File: src/filter_pkg.sv
// Constants, types and helper functions for the receive address and wake filter
`default_nettype none
package filter_pkg;
  localparam int ADDR_W = 8;
  localparam logic [7:0] OFF_MODE      = 8'h00;
  localparam logic [7:0] OFF_STA_LO    = 8'h04;
  localparam logic [7:0] OFF_STA_HI    = 8'h08;
  localparam logic [7:0] OFF_HASH_LO   = 8'h0c;
  localparam logic [7:0] OFF_HASH_HI   = 8'h10;
  localparam logic [7:0] OFF_WAKE_CSR  = 8'h14;
  localparam logic [7:0] OFF_WAKE_PORT = 8'h18;
  localparam logic [7:0] OFF_STATUS    = 8'h1c;
  localparam int MODE_HPF       = 0;
  localparam int MODE_HASH_ONLY = 1;
  localparam int MODE_INV       = 2;
  localparam int MODE_PROMISC   = 3;
  localparam int MODE_MC_PASS   = 4;
  localparam int WK_EN      = 0;
  localparam int WK_RCV     = 1;
  localparam int WK_IRQEN   = 2;
  localparam int WK_PMEEN   = 3;
  localparam int WK_SLEEP   = 4;
  localparam int CMD_EN     = 0;
  localparam int CMD_MCAST  = 3;
  localparam int NUM_FILTERS = 4;
  localparam int PORT_WORDS  = 8;
  localparam logic [10:0] DA_LAST   = 11'h005;
  localparam logic [10:0] MASK_SPAN = 11'h01f;
  localparam logic [10:0] IDX_MAX   = 11'h7ff;
  localparam logic [31:0] CRC32_INIT = 32'hffffffff;
  localparam logic [31:0] CRC32_POLY = 32'hedb88320;
  localparam logic [15:0] CRC16_INIT = 16'hffff;
  localparam logic [15:0] CRC16_POLY = 16'ha001;
  localparam logic [1:0]  RESP_OKAY   = 2'h0;
  localparam logic [1:0]  RESP_SLVERR = 2'h2;

  typedef struct packed {
    logic [30:0] mask;
    logic [7:0]  offset;
    logic [3:0]  cmd;
    logic [15:0] crcRef;
  } filter_cfg_type;

  typedef enum logic [2:0] {
    PH_IDLE = 3'h1,
    PH_ADDR = 3'h2,
    PH_BODY = 3'h4
  } rx_phase_type;

  function automatic logic [31:0] crc32_byte(input logic [31:0] crc, input logic [7:0] d);
    logic [31:0] c;
    c = crc;
    for (int i = 0; i < 8; i++) begin
      c = (c[0] ^ d[i]) ? ((c >> 1) ^ CRC32_POLY) : (c >> 1);
    end
    return c;
  endfunction

  function automatic logic [15:0] crc16_byte(input logic [15:0] crc, input logic [7:0] d);
    logic [15:0] c;
    c = crc;
    for (int i = 0; i < 8; i++) begin
      c = (c[0] ^ d[i]) ? ((c >> 1) ^ CRC16_POLY) : (c >> 1);
    end
    return c;
  endfunction
endpackage
`default_nettype wire

File: src/wake_crc_unit.sv
// CRC-16 accumulator over the masked pattern bytes of one wake filter
`timescale 1ns/1ps
`default_nettype none
module wake_crc_unit (
  input  wire logic                     clk_sys,
  input  wire logic                     reset_n,
  input  wire logic                     byteValid,
  input  wire logic                     frameStart,
  input  wire logic [10:0]              byteIdx,
  input  wire logic [7:0]               byteData,
  input  wire filter_pkg::filter_cfg_type cfg,
  output logic      [15:0]              crcNow
);
  logic [15:0] crc_q;
  wire  [10:0] relIdx = byteIdx - {3'h0, cfg.offset};
  wire         inWin  = (byteIdx >= {3'h0, cfg.offset}) && (relIdx < filter_pkg::MASK_SPAN);
  wire         take   = byteValid && inWin && cfg.mask[relIdx[4:0]];
  wire  [15:0] base   = frameStart ? filter_pkg::CRC16_INIT : crc_q;

  assign crcNow = take ? filter_pkg::crc16_byte(base, byteData) : base;

  always_ff @(posedge clk_sys or negedge reset_n) begin
    if (!reset_n) begin
      crc_q <= filter_pkg::CRC16_INIT;
    end else if (byteValid) begin
      crc_q <= crcNow;
    end
  end
endmodule
`default_nettype wire

File: src/rx_address_and_wake_filter.sv
// Receive destination-address filter and wake frame detector with AXI4-Lite registers
//
// Chosen here: the AXI4-Lite register port and the placing of the registers.
`timescale 1ns/1ps
`default_nettype none
module rx_address_and_wake_filter (
  input  wire logic        clk_sys,
  input  wire logic        reset_n,
  input  wire logic [7:0]  s_axi_awaddr,
  input  wire logic        s_axi_awvalid,
  output logic             s_axi_awready,
  input  wire logic [31:0] s_axi_wdata,
  input  wire logic [3:0]  s_axi_wstrb,
  input  wire logic        s_axi_wvalid,
  output logic             s_axi_wready,
  output logic [1:0]       s_axi_bresp,
  output logic             s_axi_bvalid,
  input  wire logic        s_axi_bready,
  input  wire logic [7:0]  s_axi_araddr,
  input  wire logic        s_axi_arvalid,
  output logic             s_axi_arready,
  output logic [31:0]      s_axi_rdata,
  output logic [1:0]       s_axi_rresp,
  output logic             s_axi_rvalid,
  input  wire logic        s_axi_rready,
  input  wire logic        rxValid,
  input  wire logic        rxStart,
  input  wire logic        rxEnd,
  input  wire logic [7:0]  rxData,
  input  wire logic        lightSleep,
  output logic             acceptValid,
  output logic             frameAccept,
  output logic             addrMulticast,
  output logic             normalRxEnable,
  output logic             wakeIrq,
  output logic             powerEventOut
);
  // Register file
  logic [4:0]  mode_q;
  logic [31:0] staLo_q;
  logic [15:0] staHi_q;
  logic [31:0] hashLo_q;
  logic [31:0] hashHi_q;
  logic [3:0]  wakeCsr_q;
  logic [31:0] portMem_q [0:filter_pkg::PORT_WORDS-1];
  logic [2:0]  portPtr_q;

  // Bus slave state
  logic        awReady_q;
  logic        wReady_q;
  logic        bValid_q;
  logic [1:0]  bResp_q;
  logic        arReady_q;
  logic        rValid_q;
  logic [31:0] rData_q;
  logic [1:0]  rResp_q;
  logic [7:0]  awAddr_q;
  logic [31:0] wData_q;
  logic [3:0]  wStrb_q;

  // Receive state
  filter_pkg::rx_phase_type phase_q;
  logic [10:0] byteIdx_q;
  logic [47:0] da_q;
  logic [31:0] hashCrc_q;
  logic        daDone_q;
  logic        acceptValid_q;
  logic        frameAccept_q;
  logic        mcast_q;
  logic        addrPass_q;
  logic        normalRx_q;
  logic        wakeIrq_q;
  logic        powerEvent_q;

  function automatic logic [31:0] merge(input logic [31:0] old, input logic [31:0] nw,
                                        input logic [3:0] strb);
    logic [31:0] r;
    r = old;
    for (int b = 0; b < 4; b++) begin
      if (strb[b]) begin
        r[8*b +: 8] = nw[8*b +: 8];
      end
    end
    return r;
  endfunction

  // Mode and wake controls
  wire mcPassAll  = mode_q[filter_pkg::MODE_MC_PASS];
  wire promisc    = mode_q[filter_pkg::MODE_PROMISC];
  wire inv        = mode_q[filter_pkg::MODE_INV];
  wire hashOnly   = mode_q[filter_pkg::MODE_HASH_ONLY];
  wire hpf        = mode_q[filter_pkg::MODE_HPF];
  wire wakeEn     = wakeCsr_q[filter_pkg::WK_EN];
  wire wakeRcv    = wakeCsr_q[filter_pkg::WK_RCV];
  wire wakeActive = wakeEn || lightSleep;

  // Bus write path
  wire        wrFire  = !awReady_q && !wReady_q && !bValid_q;
  wire [31:0] wrOld   = (awAddr_q == filter_pkg::OFF_MODE)    ? {27'h0, mode_q} :
                        (awAddr_q == filter_pkg::OFF_STA_LO)  ? staLo_q :
                        (awAddr_q == filter_pkg::OFF_STA_HI)  ? {16'h0, staHi_q} :
                        (awAddr_q == filter_pkg::OFF_HASH_LO) ? hashLo_q :
                        (awAddr_q == filter_pkg::OFF_HASH_HI) ? hashHi_q :
                        (awAddr_q == filter_pkg::OFF_WAKE_CSR) ? {28'h0, wakeCsr_q} :
                        32'h0;
  wire [31:0] wrVal   = merge(wrOld, wData_q, wStrb_q);
  wire        wrMode  = wrFire && (awAddr_q == filter_pkg::OFF_MODE);
  wire        wrStaLo = wrFire && (awAddr_q == filter_pkg::OFF_STA_LO);
  wire        wrStaHi = wrFire && (awAddr_q == filter_pkg::OFF_STA_HI);
  wire        wrHLo   = wrFire && (awAddr_q == filter_pkg::OFF_HASH_LO);
  wire        wrHHi   = wrFire && (awAddr_q == filter_pkg::OFF_HASH_HI);
  wire        wrWake  = wrFire && (awAddr_q == filter_pkg::OFF_WAKE_CSR);
  wire        wrPort  = wrFire && (awAddr_q == filter_pkg::OFF_WAKE_PORT);
  wire        wrOk    = wrMode || wrStaLo || wrStaHi || wrHLo || wrHHi || wrWake || wrPort
                        || (awAddr_q == filter_pkg::OFF_STATUS);
  wire [31:0] portVal = merge(portMem_q[portPtr_q], wData_q, wStrb_q);

  always_ff @(posedge clk_sys or negedge reset_n) begin
    if (!reset_n) begin
      awReady_q <= 1'b1;
      wReady_q  <= 1'b1;
      bValid_q  <= 1'b0;
      bResp_q   <= filter_pkg::RESP_OKAY;
      awAddr_q  <= 8'h00;
      wData_q   <= 32'h0;
      wStrb_q   <= 4'h0;
    end else begin
      if (s_axi_awvalid && awReady_q) begin
        awReady_q <= 1'b0;
        awAddr_q  <= {s_axi_awaddr[7:2], 2'h0};
      end
      if (s_axi_wvalid && wReady_q) begin
        wReady_q <= 1'b0;
        wData_q  <= s_axi_wdata;
        wStrb_q  <= s_axi_wstrb;
      end
      if (wrFire) begin
        bValid_q <= 1'b1;
        bResp_q  <= wrOk ? filter_pkg::RESP_OKAY : filter_pkg::RESP_SLVERR;
      end else if (bValid_q && s_axi_bready) begin
        bValid_q  <= 1'b0;
        awReady_q <= 1'b1;
        wReady_q  <= 1'b1;
      end
    end
  end

  // Registers written by software
  always_ff @(posedge clk_sys or negedge reset_n) begin
    if (!reset_n) begin
      mode_q   <= 5'h00;
      staLo_q  <= 32'h0;
      staHi_q  <= 16'h0;
      hashLo_q <= 32'h0;
      hashHi_q <= 32'h0;
    end else begin
      if (wrMode)  mode_q   <= wrVal[4:0];
      if (wrStaLo) staLo_q  <= wrVal;
      if (wrStaHi) staHi_q  <= wrVal[15:0];
      if (wrHLo)   hashLo_q <= wrVal;
      if (wrHHi)   hashHi_q <= wrVal;
    end
  end

  // Filter port: writes land in order and the pointer wraps after eight
  always_ff @(posedge clk_sys or negedge reset_n) begin
    if (!reset_n) begin
      portPtr_q <= 3'h0;
      for (int i = 0; i < filter_pkg::PORT_WORDS; i++) begin
        portMem_q[i] <= 32'h0;
      end
    end else if (wrPort) begin
      portMem_q[portPtr_q] <= (portPtr_q < 3'h4) ? {1'b0, portVal[30:0]} : portVal;
      portPtr_q            <= portPtr_q + 3'h1;
    end
  end

  // Bus read path
  logic [31:0] rdVal;
  logic        rdOk;
  always_comb begin
    rdOk  = 1'b1;
    rdVal = 32'h0;
    if (s_axi_araddr[7:2] == filter_pkg::OFF_MODE[7:2]) begin
      rdVal = {27'h0, mode_q};
    end else if (s_axi_araddr[7:2] == filter_pkg::OFF_STA_LO[7:2]) begin
      rdVal = staLo_q;
    end else if (s_axi_araddr[7:2] == filter_pkg::OFF_STA_HI[7:2]) begin
      rdVal = {16'h0, staHi_q};
    end else if (s_axi_araddr[7:2] == filter_pkg::OFF_HASH_LO[7:2]) begin
      rdVal = hashLo_q;
    end else if (s_axi_araddr[7:2] == filter_pkg::OFF_HASH_HI[7:2]) begin
      rdVal = hashHi_q;
    end else if (s_axi_araddr[7:2] == filter_pkg::OFF_WAKE_CSR[7:2]) begin
      rdVal = {27'h0, lightSleep, wakeCsr_q};
    end else if (s_axi_araddr[7:2] == filter_pkg::OFF_WAKE_PORT[7:2]) begin
      rdVal = portMem_q[portPtr_q];
    end else if (s_axi_araddr[7:2] == filter_pkg::OFF_STATUS[7:2]) begin
      rdVal = {23'h0, portPtr_q, phase_q, addrPass_q, mcast_q, frameAccept_q};
    end else begin
      rdOk = 1'b0;
    end
  end

  always_ff @(posedge clk_sys or negedge reset_n) begin
    if (!reset_n) begin
      arReady_q <= 1'b1;
      rValid_q  <= 1'b0;
      rData_q   <= 32'h0;
      rResp_q   <= filter_pkg::RESP_OKAY;
    end else if (s_axi_arvalid && arReady_q) begin
      arReady_q <= 1'b0;
      rValid_q  <= 1'b1;
      rData_q   <= rdVal;
      rResp_q   <= rdOk ? filter_pkg::RESP_OKAY : filter_pkg::RESP_SLVERR;
    end else if (rValid_q && s_axi_rready) begin
      rValid_q  <= 1'b0;
      arReady_q <= 1'b1;
    end
  end

  // Destination capture and hash CRC
  wire [10:0] curIdx  = rxStart ? 11'h000 : byteIdx_q;
  wire        inDa    = rxValid && (curIdx <= filter_pkg::DA_LAST);
  wire        daLast  = rxValid && (curIdx == filter_pkg::DA_LAST)
                        && (rxStart || phase_q == filter_pkg::PH_ADDR);
  wire [31:0] crcBase = rxStart ? filter_pkg::CRC32_INIT : hashCrc_q;

  always_ff @(posedge clk_sys or negedge reset_n) begin
    if (!reset_n) begin
      phase_q   <= filter_pkg::PH_IDLE;
      byteIdx_q <= 11'h000;
      da_q      <= 48'h0;
      hashCrc_q <= filter_pkg::CRC32_INIT;
      daDone_q  <= 1'b0;
    end else begin
      daDone_q <= daLast;
      if (rxValid && (rxStart || byteIdx_q != filter_pkg::IDX_MAX)) begin
        byteIdx_q <= curIdx + 11'h001;
      end
      if (inDa) begin
        da_q[8*curIdx[2:0] +: 8] <= rxData;
        hashCrc_q <= filter_pkg::crc32_byte(crcBase, rxData);
      end
      case (phase_q)
        filter_pkg::PH_IDLE: begin
          if (rxValid && rxStart) phase_q <= filter_pkg::PH_ADDR;
        end
        filter_pkg::PH_ADDR: begin
          if (daLast) phase_q <= filter_pkg::PH_BODY;
          else if (rxValid && rxEnd) phase_q <= filter_pkg::PH_IDLE;
        end
        filter_pkg::PH_BODY: begin
          if (rxValid && rxEnd) phase_q <= filter_pkg::PH_IDLE;
        end
        default: phase_q <= filter_pkg::PH_IDLE;
      endcase
      if (rxValid && rxStart && !daLast) phase_q <= filter_pkg::PH_ADDR;
    end
  end

  // Address decision
  wire        isMcast    = da_q[0];
  wire        perfectHit = (da_q == {staHi_q, staLo_q});
  wire [5:0]  hashIdx    = hashCrc_q[31:26];
  wire        hashHit    = hashIdx[5] ? hashHi_q[hashIdx[4:0]] : hashLo_q[hashIdx[4:0]];
  wire        physHit    = (hashOnly && hpf) ? hashHit : perfectHit;
  wire        mcastHit   = hpf ? hashHit : perfectHit;
  wire        passAddr   = promisc ? 1'b1 :
                           (isMcast && mcPassAll) ? 1'b1 :
                           inv  ? !perfectHit :
                           isMcast ? mcastHit : physHit;

  // Wake filters
  filter_pkg::filter_cfg_type cfg [0:filter_pkg::NUM_FILTERS-1];
  logic [15:0] crcNow [0:filter_pkg::NUM_FILTERS-1];
  logic [filter_pkg::NUM_FILTERS-1:0] fHit;

  for (genvar f = 0; f < filter_pkg::NUM_FILTERS; f++) begin : g_filt
    assign cfg[f].mask   = portMem_q[f][30:0];
    assign cfg[f].cmd    = portMem_q[4][8*f +: 4];
    assign cfg[f].offset = portMem_q[5][8*f +: 8];
    assign cfg[f].crcRef = portMem_q[6 + f/2][16*(f%2) +: 16];
    assign fHit[f] = cfg[f].cmd[filter_pkg::CMD_EN]
                     && (cfg[f].cmd[filter_pkg::CMD_MCAST] == mcast_q)
                     && (crcNow[f] == cfg[f].crcRef);
    wake_crc_unit u_crc (
      .clk_sys    (clk_sys),
      .reset_n    (reset_n),
      .byteValid  (rxValid),
      .frameStart (rxStart),
      .byteIdx    (curIdx),
      .byteData   (rxData),
      .cfg        (cfg[f]),
      .crcNow     (crcNow[f])
    );
  end

  wire wakeHit = wakeActive && rxValid && rxEnd && !rxStart
                 && (phase_q == filter_pkg::PH_BODY) && addrPass_q && (|fHit);
  wire wakeClr = wrWake && wData_q[filter_pkg::WK_RCV] && wStrb_q[0];

  always_ff @(posedge clk_sys or negedge reset_n) begin
    if (!reset_n) begin
      acceptValid_q <= 1'b0;
      frameAccept_q <= 1'b0;
      mcast_q       <= 1'b0;
      addrPass_q    <= 1'b0;
      normalRx_q    <= 1'b1;
      wakeCsr_q     <= 4'h0;
      wakeIrq_q     <= 1'b0;
      powerEvent_q  <= 1'b0;
    end else begin
      acceptValid_q <= daDone_q;
      normalRx_q    <= !wakeActive;
      if (daDone_q) begin
        frameAccept_q <= passAddr && !wakeActive;
        mcast_q       <= isMcast;
        addrPass_q    <= passAddr;
      end
      if (wrWake) begin
        wakeCsr_q[filter_pkg::WK_EN]    <= wrVal[filter_pkg::WK_EN];
        wakeCsr_q[filter_pkg::WK_IRQEN] <= wrVal[filter_pkg::WK_IRQEN];
        wakeCsr_q[filter_pkg::WK_PMEEN] <= wrVal[filter_pkg::WK_PMEEN];
      end
      // Detection wins over a clear in the same cycle
      if (wakeHit) wakeCsr_q[filter_pkg::WK_RCV] <= 1'b1;
      else if (wakeClr) wakeCsr_q[filter_pkg::WK_RCV] <= 1'b0;
      wakeIrq_q    <= wakeRcv && wakeCsr_q[filter_pkg::WK_IRQEN];
      powerEvent_q <= wakeRcv && wakeCsr_q[filter_pkg::WK_PMEEN];
    end
  end

  assign s_axi_awready  = awReady_q;
  assign s_axi_wready   = wReady_q;
  assign s_axi_bvalid   = bValid_q;
  assign s_axi_bresp    = bResp_q;
  assign s_axi_arready  = arReady_q;
  assign s_axi_rvalid   = rValid_q;
  assign s_axi_rdata    = rData_q;
  assign s_axi_rresp    = rResp_q;
  assign acceptValid    = acceptValid_q;
  assign frameAccept    = frameAccept_q;
  assign addrMulticast  = mcast_q;
  assign normalRxEnable = normalRx_q;
  assign wakeIrq        = wakeIrq_q;
  assign powerEventOut  = powerEvent_q;

  // Checks
  chk_da_decision: assert property (@(posedge clk_sys) disable iff (!reset_n)
    daLast |-> ##2 acceptValid_q) else $error("decision not two cycles after last address byte");
  chk_perfect_mode: assert property (@(posedge clk_sys) disable iff (!reset_n)
    daDone_q && mode_q == 5'h00 && !wakeActive |=> frameAccept_q == $past(perfectHit))
    else $error("perfect mode decision wrong");
  chk_hash_perfect: assert property (@(posedge clk_sys) disable iff (!reset_n)
    daDone_q && mode_q == 5'h01 && isMcast && !wakeActive |=> frameAccept_q == $past(hashHit))
    else $error("hash-perfect multicast decision wrong");
  chk_hash_only: assert property (@(posedge clk_sys) disable iff (!reset_n)
    daDone_q && mode_q == 5'h03 && !wakeActive |=> frameAccept_q == $past(hashHit))
    else $error("hash-only decision wrong");
  chk_inverse_mode: assert property (@(posedge clk_sys) disable iff (!reset_n)
    daDone_q && mode_q == 5'h04 && !wakeActive |=> frameAccept_q != $past(perfectHit))
    else $error("inverse decision wrong");
  chk_promisc_all: assert property (@(posedge clk_sys) disable iff (!reset_n)
    daDone_q && promisc && !wakeActive |=> acceptValid_q && frameAccept_q)
    else $error("promiscuous frame rejected");
  chk_mcast_pass: assert property (@(posedge clk_sys) disable iff (!reset_n)
    daDone_q && mcPassAll && isMcast && !wakeActive |=> frameAccept_q)
    else $error("multicast not passed");
  chk_wake_blocks: assert property (@(posedge clk_sys) disable iff (!reset_n)
    daDone_q && wakeActive |=> !frameAccept_q && !normalRx_q)
    else $error("frame received while wake detection active");
  chk_wake_flag: assert property (@(posedge clk_sys) disable iff (!reset_n)
    wakeHit && wakeCsr_q[filter_pkg::WK_PMEEN] |=> wakeRcv ##1 powerEvent_q)
    else $error("wake detection not flagged");
  chk_sleep_forced: assert property (@(posedge clk_sys) disable iff (!reset_n)
    lightSleep && !wakeEn |=> !normalRx_q) else $error("light sleep left wake detection off");
endmodule
`default_nettype wire

File: config.mk
export PLATFORM = sky130hd
export DESIGN_NAME = rx_address_and_wake_filter
export DESIGN_NICKNAME = d
export VERILOG_FILES = /design/src/filter_pkg.sv /design/src/wake_crc_unit.sv /design/src/rx_address_and_wake_filter.sv
export SDC_FILE = /design/constraint.sdc
export NUM_CORES = 2
export LEC_CHECK = 0
export BUFFER_PORTS_ARGS = -buffer_cell sky130_fd_sc_hd__buf_2
export CAP_MARGIN = 20
export CORE_MARGIN = 2
export CORE_UTILIZATION = 55
export CTS_CLUSTER_DIAMETER = 50
export DETAILED_ROUTE_END_ITERATION = 8
export GPL_TIMING_DRIVEN = 0
export MAX_ROUTING_LAYER = met4
export PLACE_DENSITY = 0.74
export REMOVE_ABC_BUFFERS = 1
export SYNTH_ARGS = -nofsm -noshare
export SYNTH_HDL_FRONTEND = slang
export SYNTH_SLANG_ARGS = --single-unit
File: constraint.sdc
create_clock -name clk_sys -period 4.5 [get_ports clk_sys]
set_clock_uncertainty 0.2 [all_clocks]
set_input_delay 0.675 -clock clk_sys [delete_from_list [all_inputs] [get_ports clk_sys]]
set_output_delay 0.675 -clock clk_sys [all_outputs]
set_load 0.01 [all_outputs]
==> results.py <==
metrics = {
    "logic_synthesis": {
        "synth.distinct_cells": 88,
        "syn_area_per_cell_um2": 10.4,
        "ys_async_sr_fraction_pct": 100,
        "yosysSeqAreaShare_pct": 42.1,
        "synthesis.area_um2": 37600,
        "syn_inst": 3612,
        "yosys_warnings": 0,
        "ys_ff_latch": 627,
        "synth_top_flop_cell": "dfrtp_1",
        "synth_edf_count": 0,
    },
    "clock_tree": {
        "cts_max_path_buffers": 3,
        "cts.sinks": 627,
        "cts_tree": "built",
        "cts_buffers": 81,
        "clk_latency_ns": 0.65,
        "cts-root-buf": "clkbuf_16",
        "htreeDepth": 3,
        "cts.clk_slew.worst_paths_ns": 0.06,
    },
    "power": {
        "p_switching_mw": 9.07,
        "pwr-share-seq_pct": 36.9,
        "pwr-share-clk_pct": 28.6,
        "peakVddDrop_mv": 0.389,
        "internal_power_mw": 14.8,
        "switching_share_pct": 38.1,
        "powerDensity_nw_per_um2": 546,
        "comb_power_share_pct": 34.5,
        "cellLeakagePower_nw": 18.6,
    },
    "placed_design": {
        "portBuffers": 111,
        "hpwl_um": 84800,
        "place.gp.congestion": 0.949,
        "pre_cts_ws_ns": -3.98,
    },
    "timing": {
        "setup_viol": 1,
        "post-route-period-util_pct": 105,
        "fin_tns_setup_ns": -0.244,
        "hold_viol": 0,
        "rsz0062_at_grt": "true",
        "slew_headroom_pct": 19.5,
        "fmax_mhz": 211,
        "worst_slew_pin_slew_ns": 1.21,
        "slew_violations": 0,
        "fin_ws_ns": -0.244,
        "min_period_ns": 4.74,
    },
    "critical_path": {
        "cpMaxStageDelayCell": "fa_2",
        "cp_data_arrival_time_ns": 5.10,
        "crit_chain": "nor2b_4 > clkinvlp_4 > buf_4 > fa_2 > buf_12 > buf_4 > mux4_2 > mux2i_1 > mux2i_1 > mux2_4 > nand4_1 > buf_6 > buf_6 > nor3_2 > a221o_1 > xnor2_2 > a2111oi_2 > a31oi_1 > o21ai_2",
        "criticalPathCategory": "flip-flop to flip-flop",
        "worst_path_largest_cell_delay_ns": 0.55,
        "endpoint_kind": "flip-flop",
        "r2r_slack_ns": -0.24,
        "critPathMaxFanout": 10,
        "start_kind": "flip-flop",
        "cp.required_ns": 4.86,
    },
    "finish": {
        "layout_commonest_cell": "dfrtp_1",
        "drive_gt1_share_pct": 30.8,
        "area_growth_pct": 16.1,
        "final_nets": 3807,
        "layout_common_cells": "520 x dfrtp_1, 421 x mux2_2, 289 x nand2_1, 273 x nor2_1, 261 x o21ai_0",
    },
    "route": {
        "drt_pre_antenna_iters": 8,
        "drt_first_iter_violations": 3992,
        "totalWireLength_um": 126000,
        "drt.antenna.violating_nets": 0,
        "via_count": 31200,
        "viasPerCell": 6.72,
        "drc_errors": 0,
        "wl_per_cell_um": 27.1,
    },
    "global_routing": {
        "grt_usage_pct": 36.4,
        "overflow": 0,
        "grt_pass1_vias": 30100,
        "grt_pass1_wl_um": 189000,
        "grt_max_degree": 115,
        "antenna_found_initial": 2,
    },
    "floorplan": {
        "fp.dieW_um": 265,
        "dieArea_um2": 70500,
        "start_util_pct": 55.8,
        "die_height_um": 265,
        "core_area_um2": 67400,
        "io_pins": 118,
        "fp-row-count": 95,
    },
    "hold_path": {
        "worstHoldPathType": "input port to flip-flop",
    },
    "run": {
        "drv_cap": 0,
    },
    "run_status": {
        "outcome": "finished, violations left",
        "violations": "negative setup slack",
    },
}
-- per-stage QoR --
step | hold slack (ns) | instances | power (mW) | cell area, um2 | util [%]
after floorplan | 0.179 | 3368 | 13.7 | 36600 | -
after CTS | 0.0179 | 4619 | 23.4 | 43200 | 64.1
after detailed placement | 0.264 | 4397 | 16.4 | 39200 | 58.1
after global placement | 0.255 | 4352 | 16.1 | 38300 | 56.8
final | 0.0392 | 4644 | 23.8 | 43600 | 64.7
after global routing | 0.0285 | 4643 | 24.8 | 43600 | 64.7
-- synth_stat cells (15+ instances only) --
cell / n / share of area, %
o21a_1: 15 / 0.30
a31oi_1: 42 / 0.70
a211oi_1: 17 / 0.34
nor2b_1: 43 / 0.72
buf_2: 15 / 0.20
or3_1: 17 / 0.28
nand2b_1: 29 / 0.48
a21oi_1: 171 / 2.3
mux2i_1: 40 / 1.1
o211ai_1: 17 / 0.34
dfrtp_1: 526 / 35
o22ai_1: 16 / 0.27
nor2_1: 281 / 2.8
xnor2_1: 218 / 5.1
nand2_1: 299 / 3.0
or2_2: 15 / 0.25
dfstp_2: 101 / 7.1
a21o_1: 17 / 0.34
and3_1: 18 / 0.30
nand3_1: 54 / 0.72
nor4_1: 16 / 0.27
xor2_1: 59 / 1.4
inv_1: 101 / 1.0
and2_1: 15 / 0.25
ha_1: 33 / 1.1
o31ai_1: 20 / 0.40
a22oi_1: 25 / 0.50
clkbuf_1: 200 / 2.0
o21ai_0: 266 / 3.5
nor3_1: 54 / 0.72
mux4_2: 114 / 6.8
mux2_2: 426 / 13
buf_1: 25 / 0.25
o22a_1: 24 / 0.56
a221oi_1: 53 / 1.2
nand4_1: 26 / 0.43
-- kinds of logic (layout without fill, tap and decap cells) --
| logic type | count (synthesis) | in the layout | share of synthesized area (%) |
|---|---|---|---|
| xor+xnor | 282 | 282 | 6.75 |
| mux | 580 | 580 | 20.7 |
| other cells | 1 | 5 | 0.00998 |
| compound gates | 831 | 831 | 14.5 |
| buf+inv | 346 | 501 | 3.57 |
| simple gates | 906 | 906 | 11.1 |
| flops | 627 | 627 | 42.1 |
| fa+ha+maj | 39 | 39 | 1.37 |
-- power by group through the flow --
| stage | logic (mW) | clock network [mW] | registers (mW) |
|---|---|---|---|
| 4_1_cts | 7.79 | 6.84 | 8.79 |
| 3_5_place_dp | 7.49 | 0 | 8.88 |
| 6_report | 8.22 | 6.81 | 8.80 |
| 5_1_grt | 8.82 | 7.06 | 8.93 |
| 2_1_floorplan | 5.37 | 0 | 8.28 |
| 3_3_place_gp | 7.17 | 0 | 8.94 |
-- critical path, delay by kind of cell, from the launching register on --
kind,cells,cell delay [ns]
AO/OA/AOI/OAI,4,0.89
multiplexers,4,0.98
flip-flops,1,0.35
buffers and inverters,6,1.10
adder cells (fa/ha/maj),1,0.55
XOR/XNOR,1,0.17
AND/OR/NAND/NOR,3,0.41
-- repair_timing --
item                       in CTS  in global routing
gates cloned                    8                  0
hold buffers                    4                  0
setup endpoints to repair      81                  9
gates resized for setup       100                 46
pin swaps                      23                 16
setup buffers                  58                 15
hold endpoints to repair       91                  0
-- metal layers --
metal	GRT usage, %	wire [um]	vias to the layer above
li1	-	-	13400
met3	7.80	12400	398
met2	54.1	56700	1878
met1	47.5	48800	15600
met4	18.4	7840	0
met5	-	0	-
-- layout make-up --
class / count / area (um2)
Clock inverter: 49 / 613
Multi-Input combinational cell: 2640 / 21100
Fill cell: 5116 / 23800
Antenna cell: 3 / 7.51
Timing Repair inverter: 1 / 8.76
Timing Repair Buffer: 247 / 2380
Inverter: 101 / 399
Clock buffer: 103 / 2190
Sequential cell: 627 / 15800
Tap cell: 873 / 1090
-- flip-flops by register name, indices dropped and copies added, names as in the netlist, 4 cells and up --
signal / cells
cfg: 236
g_filt.u_crc.crc_q: 64
da_q: 48
hashCrc_q: 32
hashHi_q: 32
hashLo_q: 32
s_axi_rdata: 32
staLo_q: 32
wData_q: 32
portMem_q: 20
staHi_q: 16
byteIdx_q: 11
awAddr_q: 6
mode_q: 5
wStrb_q: 4
wakeCsr_q: 4
-- final timing paths --
| path | end | depth (start not counted) | startpoint |
|---|---|---|---|
| worst min-delay path | normalRxEnable$_DFF_PN1_ | 2 | lightSleep |
| max in group asynchronous | cfg[126]$_DFFE_PN0P_ | 4 | reset_n |
| min in group asynchronous | awAddr_q[5]$_DFFE_PN0P_ | 2 | reset_n |
| worst max-delay path | wakeCsr_q[1]$_DFFE_PN0P_ | 19 | byteIdx_q[1]$_DFFE_PN0P_ |
| worst max register to register | wakeCsr_q[1]$_DFFE_PN0P_ | 19 | byteIdx_q[1]$_DFFE_PN0P_ |
| worst min register to register | s_axi_rdata[21]$_DFFE_PN0P_ | 2 | s_axi_rdata[21]$_DFFE_PN0P_ |
Note: power is estimated with default switching activity, not from simulation.
